--- src/rtl/icsam_cfg.svh ---
/*
 Register indices, field positions, reset values and command codes
 for the two-wire client status and address match block.
 Assumes word-aligned APB access: byte address is four times an index.
*/
`ifndef ICSAM_CFG_SVH
`define ICSAM_CFG_SVH

`define ICSAM_IDX_CTRLA    6'h09
`define ICSAM_IDX_CTRLB    6'h0A
`define ICSAM_IDX_STATUS   6'h0B
`define ICSAM_IDX_ADDR     6'h0C
`define ICSAM_IDX_DATA     6'h0D
`define ICSAM_IDX_MASK     6'h0E
`define ICSAM_IDX_EXT      6'h0F

`define ICSAM_RST_BYTE     8'h00
`define ICSAM_CTRLA_MASK   8'hE7

`define ICSAM_CA_ENABLE    0
`define ICSAM_CA_SMART_MODE_ENABLE      1
`define ICSAM_CA_PROMISCUOUS_ADDRESS_MODE      2
`define ICSAM_CA_STOP_REPORTING_ENABLE      5
`define ICSAM_CB_ACKNOWLEDGE_ACTION    2

`define ICSAM_ST_DIF       7
`define ICSAM_ST_ADDRESS_OR_STOP_FLAG      6
`define ICSAM_ST_COLLISION_BIT      3
`define ICSAM_ST_BUS_ERROR_FLAG    2

`define ICSAM_CMD_NONE     2'h0
`define ICSAM_CMD_COMPLETE 2'h2
`define ICSAM_CMD_RESPONSE 2'h3
`define ICSAM_BITS         4'h8

`endif

--- src/rtl/icsam_pkg.sv ---
/*
 Types shared by the two-wire client: bus request and answer,
 pin drive group, protocol states and transfer phases.
 Assumes nothing of its surroundings.
*/
package icsam_pkg;

    typedef struct packed {
        logic        psel;
        logic        penable;
        logic        pwrite;
        logic [7:0]  paddr;
        logic [31:0] pwdata;
    } icsam_apb_req_t;

    typedef struct packed {
        logic        pready;
        logic        pslverr;
        logic [31:0] prdata;
    } icsam_apb_rsp_t;

    typedef struct packed {
        logic scl_out;
        logic scl_oe;
        logic sda_out;
        logic sda_oe;
    } icsam_pins_t;

    typedef enum logic [2:0] {
        ST_IDLE, ST_ADDR, ST_RX, ST_HOLD, ST_ACK, ST_TX, ST_TXACK
    } icsam_state_t;

    typedef enum logic [1:0] {PH_ADDR, PH_RX, PH_TX} icsam_phase_t;

endpackage

--- src/rtl/icsam_client.sv ---
/*
 Two-wire client: status flags, address match, data register with
 clock hold, smart-mode acknowledge, APB register slave.
 Assumes an APB master on clk_sys and an external host on the bus;
 the bus wires resolve from the open-drain enables outside.
*/
// The APB slave port was left to the implementer.
// How it works
// - byte done or lost high bit sets data flag
// - data access or command clears data flag
// - address match or reported stop sets flag
// - same accesses clear address-or-stop flag
// - hold state holds SCL low; command, smart read or transmit-phase data write releases
// - received acknowledge shows host ACK/NACK
// - lost high bit sets collision, ends transfer
// - NACK overridden after match sets collision
// - collision cleared by write one, start
// - illegal start/stop sequence sets bus error
// - bus error only with dual/host enabled
// - direction holds last address read/write bit
// - cause reads 0 stop, 1 address
// - matching address sets flag and cause
// - primary address; bit 0 enables general call
// - smart read under hold runs acknowledge
// - mask bits exclude address bits from compare
// - second address enable adds second address
// - promiscuous mode accepts every address
// - acknowledge action 0 ACK, 1 NACK
// - command 2 completes, command 3 continues
// - stop sets flag only when reporting enabled
`timescale 1ns/10ps
`default_nettype none
`include "icsam_cfg.svh"

module icsam_client
(
    // system
    input  wire logic                      clk_sys,
    input  wire logic                      reset,
    input  wire logic                      ce,
    // register bus
    input  wire icsam_pkg::icsam_apb_req_t apb_req,
    output var  icsam_pkg::icsam_apb_rsp_t apb_rsp,
    // two-wire pins
    input  wire logic                      scl_in,
    input  wire logic                      sda_in,
    output var  icsam_pkg::icsam_pins_t    pins
);
    import icsam_pkg::*;

    logic [1:0]   line_s;
    logic         scl_d;
    logic         sda_d;
    icsam_state_t state;
    icsam_state_t next_state;
    icsam_phase_t phase;
    icsam_phase_t next_phase;
    logic [3:0]   bitcnt;
    logic [3:0]   next_bitcnt;
    logic [7:0]   shreg;
    logic [7:0]   next_shreg;
    logic         ack_nack;
    logic         next_nack;
    logic         ack_fin;
    logic         next_fin;
    logic [7:0]   addr_reg;
    logic [7:0]   data_reg;
    logic [7:0]   mask_reg;
    logic [7:0]   ctrla;
    logic         acknowledge_action;
    logic         ext_en;
    logic         data_flag;
    logic         address_or_stop_flag;
    logic         received_acknowledge;
    logic         collision_bit;
    logic         bus_error_flag;
    logic         dir;
    logic         ap;
    logic         addr_match;

    // line events
    wire logic scl_s     = line_s[1];
    wire logic sda_s     = line_s[0];
    wire logic scl_rise  = scl_s && !scl_d;
    wire logic scl_fall  = !scl_s && scl_d;
    wire logic start_det = scl_s && scl_d && sda_d && !sda_s;
    wire logic stop_det  = scl_s && scl_d && !sda_d && sda_s;

    // bus decode
    wire logic       acc    = apb_req.psel && apb_req.penable
                              && apb_rsp.pready;
    wire logic       wr     = acc && apb_req.pwrite;
    wire logic       rd     = acc && !apb_req.pwrite;
    wire logic [5:0] idx    = apb_req.paddr[7:2];
    wire logic       algn   = apb_req.paddr[1:0] == 2'h0;
    wire logic       hit_ca = algn && idx == `ICSAM_IDX_CTRLA;
    wire logic       hit_cb = algn && idx == `ICSAM_IDX_CTRLB;
    wire logic       hit_st = algn && idx == `ICSAM_IDX_STATUS;
    wire logic       hit_ad = algn && idx == `ICSAM_IDX_ADDR;
    wire logic       hit_da = algn && idx == `ICSAM_IDX_DATA;
    wire logic       hit_mk = algn && idx == `ICSAM_IDX_MASK;
    wire logic       hit_ex = algn && idx == `ICSAM_IDX_EXT;
    wire logic       hit_any = hit_ca || hit_cb || hit_st || hit_ad
                               || hit_da || hit_mk || hit_ex;
    wire logic [7:0] wdat   = apb_req.pwdata[7:0];
    wire logic [1:0] cmd    = wdat[1:0];

    // software actions
    wire logic data_rd  = rd && hit_da;
    wire logic data_wr  = wr && hit_da;
    wire logic cmd_wr   = wr && hit_cb && cmd != `ICSAM_CMD_NONE;
    wire logic stat_wr  = wr && hit_st;
    wire logic flag_clr = data_rd || data_wr || cmd_wr;
    wire logic enable   = ctrla[`ICSAM_CA_ENABLE];
    wire logic smart    = ctrla[`ICSAM_CA_SMART_MODE_ENABLE];
    wire logic act_nack = (wr && hit_cb) ? wdat[`ICSAM_CB_ACKNOWLEDGE_ACTION]
                                         : acknowledge_action;
    wire logic go_done  = cmd_wr && cmd == `ICSAM_CMD_COMPLETE;
    wire logic go_on    = (cmd_wr && cmd == `ICSAM_CMD_RESPONSE)
                          || (data_rd && smart)
                          || (data_wr && phase == PH_TX);
    wire logic [7:0] tx_byte = data_wr ? wdat : data_reg;

    // protocol events
    wire logic byte_full = bitcnt == `ICSAM_BITS;
    wire logic addr_done = state == ST_ADDR && scl_fall && byte_full;
    wire logic addr_hit  = addr_done && addr_match;
    wire logic tx_collision_bit   = state == ST_TX && scl_rise
                           && shreg[7] && !sda_s;
    wire logic ack_collision_bit  = state == ST_ACK && scl_rise
                           && ack_nack && !sda_s;
    wire logic set_collision_bit  = tx_collision_bit || ack_collision_bit;
    wire logic set_dif   = (state == ST_RX && scl_fall && byte_full)
                           || (state == ST_TXACK && scl_fall)
                           || (state == ST_ACK && scl_fall && !ack_nack
                               && !ack_fin && phase == PH_ADDR && dir)
                           || tx_collision_bit;
    wire logic stop_rep  = stop_det && enable
                           && ctrla[`ICSAM_CA_STOP_REPORTING_ENABLE];
    wire logic set_address_or_stop_flag  = addr_hit || stop_rep;
    wire logic set_berr  = stop_det && ext_en && state == ST_ADDR
                           && bitcnt == 4'h0;
    wire logic clock_hold = state == ST_HOLD;
    wire logic drive_low  = (state == ST_ACK && !ack_nack)
                            || (state == ST_TX && !shreg[7]);

    // read mux
    wire logic [7:0] status_rd = {data_flag, address_or_stop_flag, clock_hold, received_acknowledge,
                                  collision_bit, bus_error_flag, dir, ap};
    wire logic [7:0] rd_mux =
        hit_ca ? ctrla :
        hit_cb ? {5'h00, acknowledge_action, 2'h0} :
        hit_st ? status_rd :
        hit_ad ? addr_reg :
        hit_da ? data_reg :
        hit_mk ? mask_reg :
        hit_ex ? {7'h00, ext_en} : 8'h00;

    icsam_sync #(.W(2)) u_sync
    (
        .clk_sys (clk_sys),
        .reset   (reset),
        .ce      (ce),
        .d       ({scl_in, sda_in}),
        .q       (line_s)
    );

    icsam_match u_match
    (
        .rx_addr  (shreg[7:1]),
        .own_addr (addr_reg),
        .mask_reg (mask_reg),
        .promisc  (ctrla[`ICSAM_CA_PROMISCUOUS_ADDRESS_MODE]),
        .hit      (addr_match)
    );

    // protocol sequencing
    always_comb
    begin
        next_state  = state;
        next_phase  = phase;
        next_bitcnt = bitcnt;
        next_shreg  = shreg;
        next_nack   = ack_nack;
        next_fin    = ack_fin;
        unique case (state)
            ST_IDLE:
                next_state = ST_IDLE;
            ST_ADDR, ST_RX:
            begin
                if (scl_rise)
                begin
                    next_shreg  = {shreg[6:0], sda_s};
                    next_bitcnt = bitcnt + 4'h1;
                end
                else if (scl_fall && byte_full)
                begin
                    next_bitcnt = 4'h0;
                    if (state == ST_RX || addr_match)
                        next_state = ST_HOLD;
                    else
                        next_state = ST_IDLE;
                end
            end
            ST_HOLD:
            begin
                if (go_done)
                begin
                    next_state = (phase == PH_TX) ? ST_IDLE : ST_ACK;
                    next_nack  = act_nack;
                    next_fin   = 1'b1;
                end
                else if (go_on && phase == PH_TX)
                begin
                    next_state  = ST_TX;
                    next_shreg  = tx_byte;
                    next_bitcnt = 4'h0;
                end
                else if (go_on)
                begin
                    next_state = ST_ACK;
                    next_nack  = act_nack;
                    next_fin   = 1'b0;
                end
            end
            ST_ACK:
            begin
                if (scl_fall)
                begin
                    if (ack_nack || ack_fin)
                        next_state = ST_IDLE;
                    else if (phase == PH_ADDR && dir)
                    begin
                        next_phase = PH_TX;
                        next_state = ST_HOLD;
                    end
                    else
                    begin
                        next_phase = PH_RX;
                        next_state = ST_RX;
                    end
                end
            end
            ST_TX:
            begin
                if (tx_collision_bit)
                    next_state = ST_IDLE;
                else if (scl_rise)
                    next_bitcnt = bitcnt + 4'h1;
                else if (scl_fall)
                begin
                    next_shreg = {shreg[6:0], 1'b0};
                    if (byte_full)
                        next_state = ST_TXACK;
                end
            end
            ST_TXACK:
            begin
                if (scl_fall)
                    next_state = ST_HOLD;
            end
        endcase
        if (!enable || stop_det)
            next_state = ST_IDLE;
        if (enable && start_det)
        begin
            next_state  = ST_ADDR;
            next_phase  = PH_ADDR;
            next_bitcnt = 4'h0;
        end
    end

    always_ff @(posedge clk_sys)
    begin
        if (reset)
        begin
            state    <= ST_IDLE;
            phase    <= PH_ADDR;
            bitcnt   <= 4'h0;
            shreg    <= `ICSAM_RST_BYTE;
            ack_nack <= 1'b0;
            ack_fin  <= 1'b0;
            scl_d    <= 1'b1;
            sda_d    <= 1'b1;
        end
        else if (ce)
        begin
            state    <= next_state;
            phase    <= next_phase;
            bitcnt   <= next_bitcnt;
            shreg    <= next_shreg;
            ack_nack <= next_nack;
            ack_fin  <= next_fin;
            scl_d    <= scl_s;
            sda_d    <= sda_s;
        end
    end

    // status flags: a set in the clearing cycle wins
    always_ff @(posedge clk_sys)
    begin
        if (reset)
        begin
            data_flag    <= 1'b0;
            address_or_stop_flag   <= 1'b0;
            collision_bit   <= 1'b0;
            bus_error_flag <= 1'b0;
        end
        else if (ce)
        begin
            data_flag    <= set_dif || (data_flag && !flag_clr
                      && !(stat_wr && wdat[`ICSAM_ST_DIF]));
            address_or_stop_flag   <= set_address_or_stop_flag || (address_or_stop_flag && !flag_clr
                      && !(stat_wr && wdat[`ICSAM_ST_ADDRESS_OR_STOP_FLAG]));
            collision_bit   <= set_collision_bit || (collision_bit && !start_det
                      && !(stat_wr && wdat[`ICSAM_ST_COLLISION_BIT]));
            bus_error_flag <= set_berr || (bus_error_flag
                      && !(stat_wr && wdat[`ICSAM_ST_BUS_ERROR_FLAG]));
        end
    end

    // cause, direction, host acknowledge
    always_ff @(posedge clk_sys)
    begin
        if (reset)
        begin
            ap    <= 1'b0;
            dir   <= 1'b0;
            received_acknowledge <= 1'b0;
        end
        else if (ce)
        begin
            if (addr_hit)
            begin
                ap  <= 1'b1;
                dir <= shreg[0];
            end
            else if (stop_rep)
                ap <= 1'b0;
            if (state == ST_TXACK && scl_rise)
                received_acknowledge <= sda_s;
        end
    end

    // software registers
    always_ff @(posedge clk_sys)
    begin
        if (reset)
        begin
            addr_reg <= `ICSAM_RST_BYTE;
            data_reg <= `ICSAM_RST_BYTE;
            mask_reg <= `ICSAM_RST_BYTE;
            ctrla    <= `ICSAM_RST_BYTE;
            acknowledge_action   <= 1'b0;
            ext_en   <= 1'b0;
        end
        else if (ce)
        begin
            if (wr && hit_ad)
                addr_reg <= wdat;
            if (wr && hit_mk)
                mask_reg <= wdat;
            if (wr && hit_ca)
                ctrla <= wdat & `ICSAM_CTRLA_MASK;
            if (wr && hit_cb)
                acknowledge_action <= wdat[`ICSAM_CB_ACKNOWLEDGE_ACTION];
            if (wr && hit_ex)
                ext_en <= wdat[0];
            if (data_wr)
                data_reg <= wdat;
            else if (state == ST_RX && scl_fall && byte_full)
                data_reg <= shreg;
        end
    end

    // bus answer: one wait state, then pready for one cycle
    always_ff @(posedge clk_sys)
    begin
        if (reset)
        begin
            apb_rsp <= '0;
            pins    <= '0;
        end
        else if (ce)
        begin
            apb_rsp.pready  <= apb_req.psel && apb_req.penable
                               && !apb_rsp.pready;
            apb_rsp.pslverr <= apb_req.psel && apb_req.penable
                               && !apb_rsp.pready && !hit_any;
            apb_rsp.prdata  <= {24'h000000, rd_mux};
            pins.scl_oe     <= clock_hold;
            pins.sda_oe     <= drive_low;
        end
    end
endmodule

`default_nettype wire

--- src/rtl/icsam_match.sv ---
/*
 Client address comparator: primary address with mask or second
 address, general call, and accept-all mode.
 Assumes stable register inputs while a received address is judged.
*/
`timescale 1ns/10ps
`default_nettype none

module icsam_match
(
    // received address
    input  wire logic [6:0] rx_addr,
    // configuration
    input  wire logic [7:0] own_addr,
    input  wire logic [7:0] mask_reg,
    input  wire logic       promisc,
    // result
    output logic            hit
);
    wire logic gen_call = own_addr[0] && (rx_addr == 7'h00);
    wire logic masked_eq =
        ((rx_addr ^ own_addr[7:1]) & ~mask_reg[7:1]) == 7'h00;
    wire logic second_eq =
        (rx_addr == own_addr[7:1]) || (rx_addr == mask_reg[7:1]);

    assign hit = promisc || gen_call
                 || (mask_reg[0] ? second_eq : masked_eq);
endmodule

`default_nettype wire

--- src/rtl/icsam_sync.sv ---
/*
 Two-flop synchroniser for a group of pin inputs.
 Assumes the inputs are asynchronous to clk_sys.
*/
`timescale 1ns/10ps
`default_nettype none

module icsam_sync
#(
    parameter int W = 2
)
(
    // system
    input  wire logic         clk_sys,
    input  wire logic         reset,
    input  wire logic         ce,
    // data
    input  wire logic [W-1:0] d,
    output var  logic [W-1:0] q
);
    logic [W-1:0] meta;

    always_ff @(posedge clk_sys)
    begin
        if (reset)
        begin
            meta <= '1;
            q    <= '1;
        end
        else if (ce)
        begin
            meta <= d;
            q    <= meta;
        end
    end
endmodule

`default_nettype wire

--- config.mk ---
export PLATFORM = sky130hd
export DESIGN_NAME = icsam_client
export DESIGN_NICKNAME = d
export VERILOG_FILES = /design/src/rtl/icsam_pkg.sv /design/src/rtl/icsam_client.sv /design/src/rtl/icsam_match.sv /design/src/rtl/icsam_sync.sv
export VERILOG_INCLUDE_DIRS = /design/src /design/src/rtl
export SDC_FILE = /design/constraint.sdc
export NUM_CORES = 1
export LEC_CHECK = 0
export BUFFER_PORTS_ARGS = -buffer_cell sky130_fd_sc_hd__buf_2
export CAP_MARGIN = 20
export CORE_MARGIN = 2
export CORE_UTILIZATION = 50
export DETAILED_ROUTE_END_ITERATION = 10
export GPL_TIMING_DRIVEN = 1
export HOLD_SLACK_MARGIN = 0.06
export PLACE_DENSITY_LB_ADDON = 0.3
export SKIP_LAST_GASP = 1
export SYNTH_ARGS = -nofsm -noshare
export SYNTH_HDL_FRONTEND = slang
export SYNTH_SLANG_ARGS = --single-unit
--- constraint.sdc ---
create_clock -name clk_sys -period 2.3 [get_ports clk_sys]
set_input_delay 0.115 -clock clk_sys [delete_from_list [all_inputs] [get_ports clk_sys]]
set_output_delay 0.115 -clock clk_sys [all_outputs]
set_load 0.02 [all_outputs]
==> results of run 1 <==
worst max-delay path by stage:
| stage | startpoint | to | slack, ns | cells after the start |
|---|---|---|---|---|
| after floorplan | apb_rsp[33]$_SDFFE_PP0P_ | bitcnt[2]$_SDFFE_PP0P_ | 0.34 | 6 |
| after global placement | apb_req[33] | apb_rsp[3]$_SDFFE_PP0P_ | 0.22 | 7 |
| after detailed placement | u_sync.q[1]$_SDFFE_PP1P_ | shreg[2]$_SDFFE_PP0P_ | 0.17 | 7 |
| after CTS | u_sync.q[1]$_SDFFE_PP1P_ | shreg[2]$_SDFFE_PP0P_ | 0.15 | 7 |
| after global routing | shreg[7]$_SDFFE_PP0P_ | state[0]$_SDFFE_PP0P_ | 0.001 | 7 |
| final | state[0]$_SDFFE_PP0P_ | data_flag$_SDFFE_PP0P_ | 0.19 | 7 |
repair_timing:
item	CTS	global route
gates resized for setup	0	1
hold buffers	4	0
setup endpoints to repair	0	7
hold endpoints to repair	7	0
power groups by stage:
stage | Combinational (mW) | Clock (mW) | Sequential, mW
after CTS | 0.249 | 0.979 | 1.34
after detailed placement | 0.244 | 0 | 1.37
final | 0.252 | 0.966 | 1.34
after global placement | 0.241 | 0 | 1.37
after floorplan | 0.184 | 0 | 1.37
after global routing | 0.272 | 1.05 | 1.34
worst reg2reg max path, stage by stage (launching register included):
cell and delay, ns:
dfxtp_1 0.43, buf_4 0.22, or4b_1 0.57, nor2_1 0.17, a22oi_1 0.09, o211ai_1 0.30
o21ai_0 0.15, a21oi_1 0.14
stage by stage:
step	power (mW)	hold slack (ns)	worst slack, ns
2_1_floorplan	1.56	0.243	0.340
3_3_place_gp	1.61	0.334	0.217
3_5_place_dp	1.61	0.340	0.170
4_1_cts	2.57	0.0604	0.147
5_1_grt	2.66	0.0970	0.00146
6_report	2.56	0.0766	0.185
cells in the final DEF, fill, tap and decap left out, drive strengths merged, types with 4 or more instances in the layout:
master,count
dfxtp,76
nor2,66
buf,63
mux2i,56
nand2,43
a21oi,34
conb,26
o21ai,23
nand3,18
clkbuf,13
nor3,12
nand4,12
nor2b,11
a211oi,11
inv,9
xnor2,9
nand2b,8
a211o,8
xor2,6
a31oi,6
a221o,5
o2111ai,5
or3,5
nand3b,4
dlygate4sd3,4
nor3b,4
o31ai,4
nor4,4
cell type report:
cell class | count | area [um2]
Sequential cell | 76 | 1520
Fill cell | 865 | 4000
Clock buffer | 13 | 159
Clock inverter | 3 | 21.3
Inverter | 10 | 37.5
Timing Repair Buffer | 67 | 425
Tap cell | 111 | 139
Multi-Input combinational cell | 434 | 2850
metal layers:
layer	global-route usage [%]	vias up	routed length [um]
li1	-	2055	-
met1	38.0	2079	6080
met2	45.9	152	6340
met3	3.54	21	707
met4	10.3	0	281
met5	0	-	0
logic make-up (layout without fill, tap and decap cells):
family / Yosys count / count (layout) / synth area share (%)
flip-flops: 76 / 76 / 32.5
AND/OR/NAND/NOR: 206 / 206 / 24.0
buffers and inverters: 76 / 93 / 8.91
other: 1 / 26 / 0.0800
XOR/XNOR: 15 / 15 / 2.80
adder cells (fa/ha/maj): 2 / 2 / 0.534
AO/OA/AOI/OAI: 126 / 126 / 18.5
multiplexers: 59 / 59 / 12.7
==> out/results.txt, run 1 <==
share of flip-flops with an asynchronous set or reset: 0%
cell count of the worst reg-to-reg path: 7
Initial Util: 51.2%
Antenna Cells: 0
die area: 10,200 um2
top-area cell type share of the netlist area: 32.5%
Pint: 1.85 mW
CTS tree: yes
Clock Skews: 0.0123 ns
Flop pwr share: 52.4%
Sw Ratio: 27.5%
Setup crit start kind: flop
Chip Width: 101 um
Top delay family on crit path: simple AND/OR/NAND/NOR gates
DR iter-0 viols: 331
Core ar.: 9150 um2
Reg clk slew, reported paths: 0.09 ns
Final ANT Viol Nets: 0
setup TNS: 0 ns
fin cells: 714
RR Endpoint: data_flag$_SDFFE_PP0P_
register bit total from synthesis: 76
vias: 4,307
setup bufs post-CTS: 0
maximum capacitance violations: 0
GRT overflow: 0
clock sink count: 76
Final Util: 56.3%
max reg flops: 10
most common cell in the netlist: dfxtp_1
Mapped Cells: 561
Peak VDD IR: 0.261 mV
CP endpoint kind: flop
synth warn: 0
worst hold path type: in -> reg
clock latency on the worst-skew pair: 0.36 ns
placed cells: 694
largest cells by area after synthesis: dfxtp_1 (32%), mux2i_1 (12%), nor2_1 (5.3%)
Clk pwr share: 37.8%
Max Clock Freq: 473 MHz
critical path class: reg -> reg
Worst Path Buf+Inv: 1
Port Buffers: 35
Post-synth EDFFs: 0
root buf cell: clkbuf_8
layout net count: 648
vias in the first global route: 4,105
DP HPWL: 9900 um
Avg Cell Area, Syn: 8.36 um2
ratio of cells with drive above 1 in the final layout: 16.1%
drt pass-1 iters: 5
Row Count: 35
total track usage: 28.1%
Most used DFF post-synth: dfxtp_1
first-pass GRT wire length: 22,000 um
# setup viols final: 0
routed length per instance: 18.8 um
largest net degree at the start of global routing: 64
FF-to-FF Start: state[0]$_SDFFE_PP0P_
final hold vios: 0
vias per cell: 6.03
initial antenna violation count: 0
Post-Layout Inst Area: 5150 um2
DRC errors left: 0
CP arrival: 2.41 ns
CP Cell Sequence: buf_4, or4b_1, nor2_1, a22oi_1, o211ai_1, o21ai_0, a21oi_1
top cell type by total area after synthesis: dfxtp_1
area of the mapped netlist: 4690 um2
CTS HTree Levels: 3
synth cell count leaders: dfxtp_1 (76), nor2_1 (66), mux2i_1 (56)
register area share after synthesis: 32.5%
status: completed
number of buffers created by CTS: 9
chip height: 101 um
Req. time, crit path: 2.59 ns
Hold Path Cell Cnt: 3
post-place instance area: 4930 um2
Biggest register: apb_rsp
CP max FO: 12
Worst path max stage delay: 0.57 ns
Leak: 2.08 nW
pwr/cell area: 496 nW/um2
CTS Buffer Depth: 2
Slew @ Worst Pin: 0.693 ns
post-layout min period: 2.11 ns
unrepaired setup endpoints after global routing: no
Distinct cells, synth: 75
period utilization: 91.9%
Slew Limit Fails: 0
RePlAce Congestion: 0.923
Area Overhead vs Synth: 9.95%
reg2reg setup slack: 0.19 ns
num ports: 86
min-delay src: apb_req[41]
Logic pwr share: 9.9%
P_sw: 0.703 mW
Rel. slew slack: 53.8%
Crit-path slowest cell: or4b_1
total routed wirelength: 13,400 um
sink of the worst hold path: apb_rsp[33]$_SDFFE_PP0P_
Note: power is estimated with default switching activity, not from simulation.
==> inputs of run 2 (changes only) <==
--- a/config.mk
+++ b/config.mk
@@ -6,6 +6,7 @@
 export SDC_FILE = /design/constraint.sdc
 export NUM_CORES = 1
 export LEC_CHECK = 0
+export ABC_AREA = 1
 export BUFFER_PORTS_ARGS = -buffer_cell sky130_fd_sc_hd__buf_2
 export CAP_MARGIN = 20
 export CORE_MARGIN = 2
==> run 2 against run 1 <==
Compared with the run above: die area down 0.20%; combinational power up 61%; first-iteration DRC count up 24%; largest cell class unchanged.
==> out/results.txt, run 2 <==
status: completed
DR iter-0 viols: 411
FF-to-FF Start: apb_rsp[33]$_SDFFE_PP0P_
post-place instance area: 4840 um2
CP endpoint kind: flop
chip height: 101 um
die area: 10,100 um2
final hold vios: 0
Clock Skews: 0.0100 ns
vias in the first global route: 4,386
total routed wirelength: 13,200 um
Hold Path Cell Cnt: 3
Row Count: 35
Setup crit start kind: flop
share of flip-flops with an asynchronous set or reset: 0%
vias per cell: 5.68
Antenna Cells: 0
RePlAce Congestion: 0.927
Most used DFF post-synth: dfxtp_1
Leak: 2.25 nW
Slew @ Worst Pin: 0.542 ns
Port Buffers: 35
reg2reg setup slack: 0.28 ns
Mapped Cells: 688
Final ANT Viol Nets: 0
Slew Limit Fails: 0
number of buffers created by CTS: 9
setup TNS: 0 ns
most frequent cells in the layout: nand2_1 (118), inv_1 (80), dfxtp_1 (76)
unrepaired setup endpoints after global routing: no
synth cell count leaders: nand2_1 (118), inv_1 (80), dfxtp_1 (76)
critical path class: reg -> reg
Chip Width: 101 um
Worst path max stage delay: 0.38 ns
Rel. slew slack: 63.7%
top-area cell type share of the netlist area: 32.5%
Avg Cell Area, Syn: 6.80 um2
largest net degree at the start of global routing: 53
Post-Layout Inst Area: 5110 um2
routed length per instance: 15.7 um
cell mode on critical path: a211oi_1
RR Endpoint: data_reg[3]$_SDFFE_PP0P_
post-cts resize count: 0
CP endpoint: data_reg[3]$_SDFFE_PP0P_
pwr/cell area: 586 nW/um2
Max Clock Freq: 495 MHz
layout net count: 773
largest cells by area after synthesis: dfxtp_1 (33%), nand2_1 (9.5%), o21ai_0 (7.5%)
most common cell in the netlist: nand2_1
period utilization: 87.8%
synth warn: 0
register area share after synthesis: 32.5%
Biggest register: apb_rsp
Reg clk slew, reported paths: 0.08 ns
ratio of cells with drive above 1 in the final layout: 15.8%
Crit-path slowest cell: dfxtp_1
DRC errors left: 0
metal3 WL: 1070 um
critical path startpoint: apb_rsp[33]$_SDFFE_PP0P_
max reg flops: 10
DP HPWL: 9450 um
CP max FO: 16
vias: 4,763
maximum capacitance violations: 0
root buf cell: clkbuf_8
setup bufs post-CTS: 0
# setup viols final: 0
cell count of the worst reg-to-reg path: 7
met1 WL: 5910 um
Area Overhead vs Synth: 9.17%
Peak VDD IR: 0.282 mV
num ports: 86
Worst Setup Slack, final: 0.280 ns
area of the mapped netlist: 4680 um2
initial antenna violation count: 0
total track usage: 27.2%
Post-synth EDFFs: 0
dpl ws: 0.345 ns
first-pass GRT wire length: 21,800 um
GRT overflow: 0
top cell type by total area after synthesis: dfxtp_1
post-layout min period: 2.02 ns
Post-CTS Hold Buffers: 3
Distinct cells, synth: 50
commonest non-fill, non-tap cell in the layout: nand2_1
Top Layer Used: met4
CTS HTree Levels: 3
CTS Buffer Depth: 2
drt pass-1 iters: 7
met2 wire len: 5920 um
CP Cell Sequence: nand3_2, nor2_8, nand2_2, inv_4, o21ai_4, a211oi_1, a211oi_1
Core ar.: 9150 um2
clock sink count: 76
Initial Util: 51.1%
CTS tree: yes
Req. time, crit path: 2.50 ns
CP arrival: 2.22 ns
clock latency on the worst-skew pair: 0.36 ns
register bit total from synthesis: 76
worst hold path type: in -> reg
run 2: worst max-delay path, delay by kind of cell (launching register included):
kind / cells / cell delay (ns)
AO/OA/AOI/OAI: 3 / 0.56
AND/OR/NAND/NOR: 3 / 0.65
buffers and inverters: 1 / 0.26
flip-flops: 1 / 0.38
run 2: power by group:
group          internal (mW)  switching [mW]
sequential              1.35          0.0349
clock                  0.697           0.508
combinational          0.123           0.283
total                   2.17           0.826
run 2: cell type report:
| cell class | count | area [um2] |
|---|---|---|
| Multi-Input combinational cell | 496 | 2580 |
| Sequential cell | 76 | 1520 |
| Clock inverter | 4 | 70.1 |
| Tap cell | 111 | 139 |
| Timing Repair Buffer | 48 | 280 |
| Fill cell | 902 | 4050 |
| Clock buffer | 12 | 165 |
| Inverter | 92 | 348 |
run 2: metal layers:
metal | up-vias | track usage (%)
met2 | 249 | 42.9
met3 | 25 | 3.81
li1 | 2307 | -
met5 | - | 0
met1 | 2182 | 37.5
met4 | 0 | 10.7
run 2: worst min path at each step:
stage / slack (ns) / startpoint / end
floorplan: 0.24 / sda_in / u_sync.meta[0]$_SDFFE_PP1P_
global placement: 0.33 / sda_in / u_sync.meta[0]$_SDFFE_PP1P_
detailed placement: 0.34 / sda_in / u_sync.meta[0]$_SDFFE_PP1P_
CTS: 0.08 / apb_req[5] / mask_reg[5]$_SDFFE_PP0P_
global route: 0.09 / apb_req[5] / ctrla[5]$_SDFFE_PP0P_
finish: 0.07 / apb_req[42] / apb_rsp[33]$_SDFFE_PP0P_
run 2: kinds of logic (layout without fill, tap and decap cells):
group | count (synthesis) | in the layout | synth area share (%)
fa+ha+maj | 2 | 2 | 0.535
compound gates | 185 | 185 | 22.9
simple gates | 274 | 274 | 28.0
other cells | 1 | 26 | 0.0802
xor+xnor | 9 | 9 | 1.69
flops | 76 | 76 | 32.5
buf+inv | 141 | 156 | 14.3
run 2: metrics by stage:
| step | utilization [%] | cells | total power [mW] | hold WS (ns) |
|---|---|---|---|---|
| finish | 55.8 | 839 | 3.00 | 0.0717 |
| global route | 55.8 | 839 | 3.10 | 0.0854 |
| CTS | 55.8 | 839 | 2.99 | 0.0798 |
| detailed placement | 52.9 | 820 | 1.81 | 0.341 |
| global placement | 52.9 | 820 | 1.80 | 0.332 |
| floorplan | - | 713 | 1.73 | 0.241 |
==> inputs of run 3 (changes only) <==
--- a/config.mk
+++ b/config.mk
@@ -10,7 +10,7 @@
 export BUFFER_PORTS_ARGS = -buffer_cell sky130_fd_sc_hd__buf_2
 export CAP_MARGIN = 20
 export CORE_MARGIN = 2
-export CORE_UTILIZATION = 50
+export CORE_UTILIZATION = 45
 export DETAILED_ROUTE_END_ITERATION = 10
 export GPL_TIMING_DRIVEN = 1
 export HOLD_SLACK_MARGIN = 0.06
==> run 3 against run 2 <==
Compared with the run above: clock-buffer cell count unchanged; highest routed layer unchanged; sequential share of layout area increased by 0.23 points; largest power group unchanged; fmax increased by 8.9%; clock power decreased by 27%.
==> out/results.txt, run 3 (synthesis gave the netlist of run 2 again) <==
total routed wirelength: 13,200 um
Peak VDD IR: 0.196 mV
vias in the first global route: 4,380
Post-Layout Inst Area: 5070 um2
status: completed
die area: 11,200 um2
ratio of cells with drive above 1 in the final layout: 15.4%
period utilization: 80.6%
num ports: 86
pwr/cell area: 528 nW/um2
fin cells: 863
final hold vios: 0
Crit-path slowest cell: o21ai_4
clock sink count: 76
initial antenna violation count: 0
Req. time, crit path: 2.56 ns
Initial Util: 45.7%
CP max FO: 16
Top delay family on crit path: compound AO/OA/AOI/OAI gates
fill count: 1,029
worst hold path type: in -> reg
Setup crit start kind: flop
Worst Path Buf+Inv: 1
vias per cell: 5.47
total track usage: 24.0%
DP HPWL: 9550 um
drt pass-1 iters: 5
DR iter-0 viols: 409
CTS HTree Levels: 3
Slew Limit Fails: 0
placed cells: 846
critical path class: reg -> reg
CP Cell Sequence: inv_1, ha_1, nand4_1, nor2_1, o21ai_4, a211oi_1, a211oi_1
largest net degree at the start of global routing: 34
GRT overflow: 0
Leak: 2.21 nW
RePlAce Congestion: 0.942
root buf cell: clkbuf_8
reg2reg setup slack: 0.45 ns
Antenna Cells: 0
Final ANT Viol Nets: 0
Rel. slew slack: 61.7%
clock latency on the worst-skew pair: 0.36 ns
max reg flops: 10
Worst path max stage delay: 0.47 ns
cell mode on critical path: a211oi_1
unrepaired setup endpoints after global routing: no
post-layout min period: 1.85 ns
Slew @ Worst Pin: 0.573 ns
vias: 4,724
routed length per instance: 15.2 um
Area Overhead vs Synth: 8.34%
first-pass GRT wire length: 21,500 um
post-place instance area: 4880 um2
Reg clk slew, reported paths: 0.07 ns
CP arrival: 2.12 ns
# setup viols final: 0
Chip Width: 106 um
setup TNS: 0 ns
Max Clock Freq: 539 MHz
maximum capacitance violations: 0
CTS tree: yes
layout net count: 774
post-cts resize count: 0
number of buffers created by CTS: 9
setup bufs post-CTS: 0
Row Count: 37
DRC errors left: 0
CTS Buffer Depth: 2
multi-input logic area: 2580 um2
Clock Skews: 0.0104 ns
Port Buffers: 35
chip height: 106 um
FF+latch area: 1520 um2
Biggest register: apb_rsp
commonest non-fill, non-tap cell in the layout: nand2_1
CP endpoint kind: flop
most frequent cells in the layout: nand2_1 (118), inv_1 (80), dfxtp_1 (76)
Core ar.: 10,200 um2
==> run 3: cell count changes in the layout (fill, tap and decap cells not counted), sizes merged <==
cell      previous run  this run
clkinv               2         1
buf                 45        46
bufinv               2         0
clkinvlp             0         1
==> run 3: final cells by class <==
type	count	area share [%]
Clock buffer	12	2.86
Multi-Input combinational cell	496	51.0
Tap cell	136	3.36
Clock inverter	2	0.247
Sequential cell	76	30.0
Inverter	92	6.86
Timing Repair Buffer	49	5.68
==> run 3: where the power goes <==
group / switching (mW) / internal, mW / leakage (nW)
Combinational: 0.284 / 0.124 / 1.51
Clock: 0.476 / 0.409 / 0.0783
Sequential: 0.0333 / 1.35 / 0.617
Total: 0.794 / 1.88 / 2.21
==> run 3: worst register-to-register path: cells and delay by family, from the launching register on <==
family,cells,cell delay [ns]
flip-flops,1,0.38
adder cells (fa/ha/maj),1,0.23
AND/OR/NAND/NOR,2,0.30
buffers and inverters,1,0.08
AO/OA/AOI/OAI,3,0.77
==> run 3: timing repair <==
| action | 4_1_cts | 5_1_grt |
|---|---|---|
| hold buffers | 3 | 0 |
| endpoints found under the setup margin | 0 | 0 |
| endpoints found under the hold margin | 3 | 0 |
==> run 3: final timing paths <==
path	from	to	cells after the start
setup / recovery	bitcnt[0]$_SDFFE_PP0P_	data_reg[6]$_SDFFE_PP0P_	7
hold / removal	apb_req[42]	apb_rsp[33]$_SDFFE_PP0P_	3
setup reg to reg	bitcnt[0]$_SDFFE_PP0P_	data_reg[6]$_SDFFE_PP0P_	7
hold reg to reg	u_sync.meta[0]$_SDFFE_PP1P_	u_sync.meta[0]$_SDFFE_PP1P_	2
==> run 3: stage by stage <==
stage | util (%) | total power, mW | worst slack (ns) | hold slack, ns
after floorplan | - | 1.73 | 0.615 | 0.241
after global placement | 47.7 | 1.80 | 0.530 | 0.334
after detailed placement | 47.7 | 1.81 | 0.502 | 0.339
after CTS | 49.5 | 2.68 | 0.482 | 0.0718
after global routing | 49.5 | 2.78 | 0.302 | 0.0867
final | 49.5 | 2.68 | 0.446 | 0.0735
==> run 3: layer usage <==
layer  vias to the layer above  share of wire (%)  track usage (%)
li1                       2307                  -                -
met1                      2194                 46             32.8
met2                       196                 45             38.6
met3                        27                6.5             2.88
met4                         0                2.3             9.59
met5                         -                  0                0
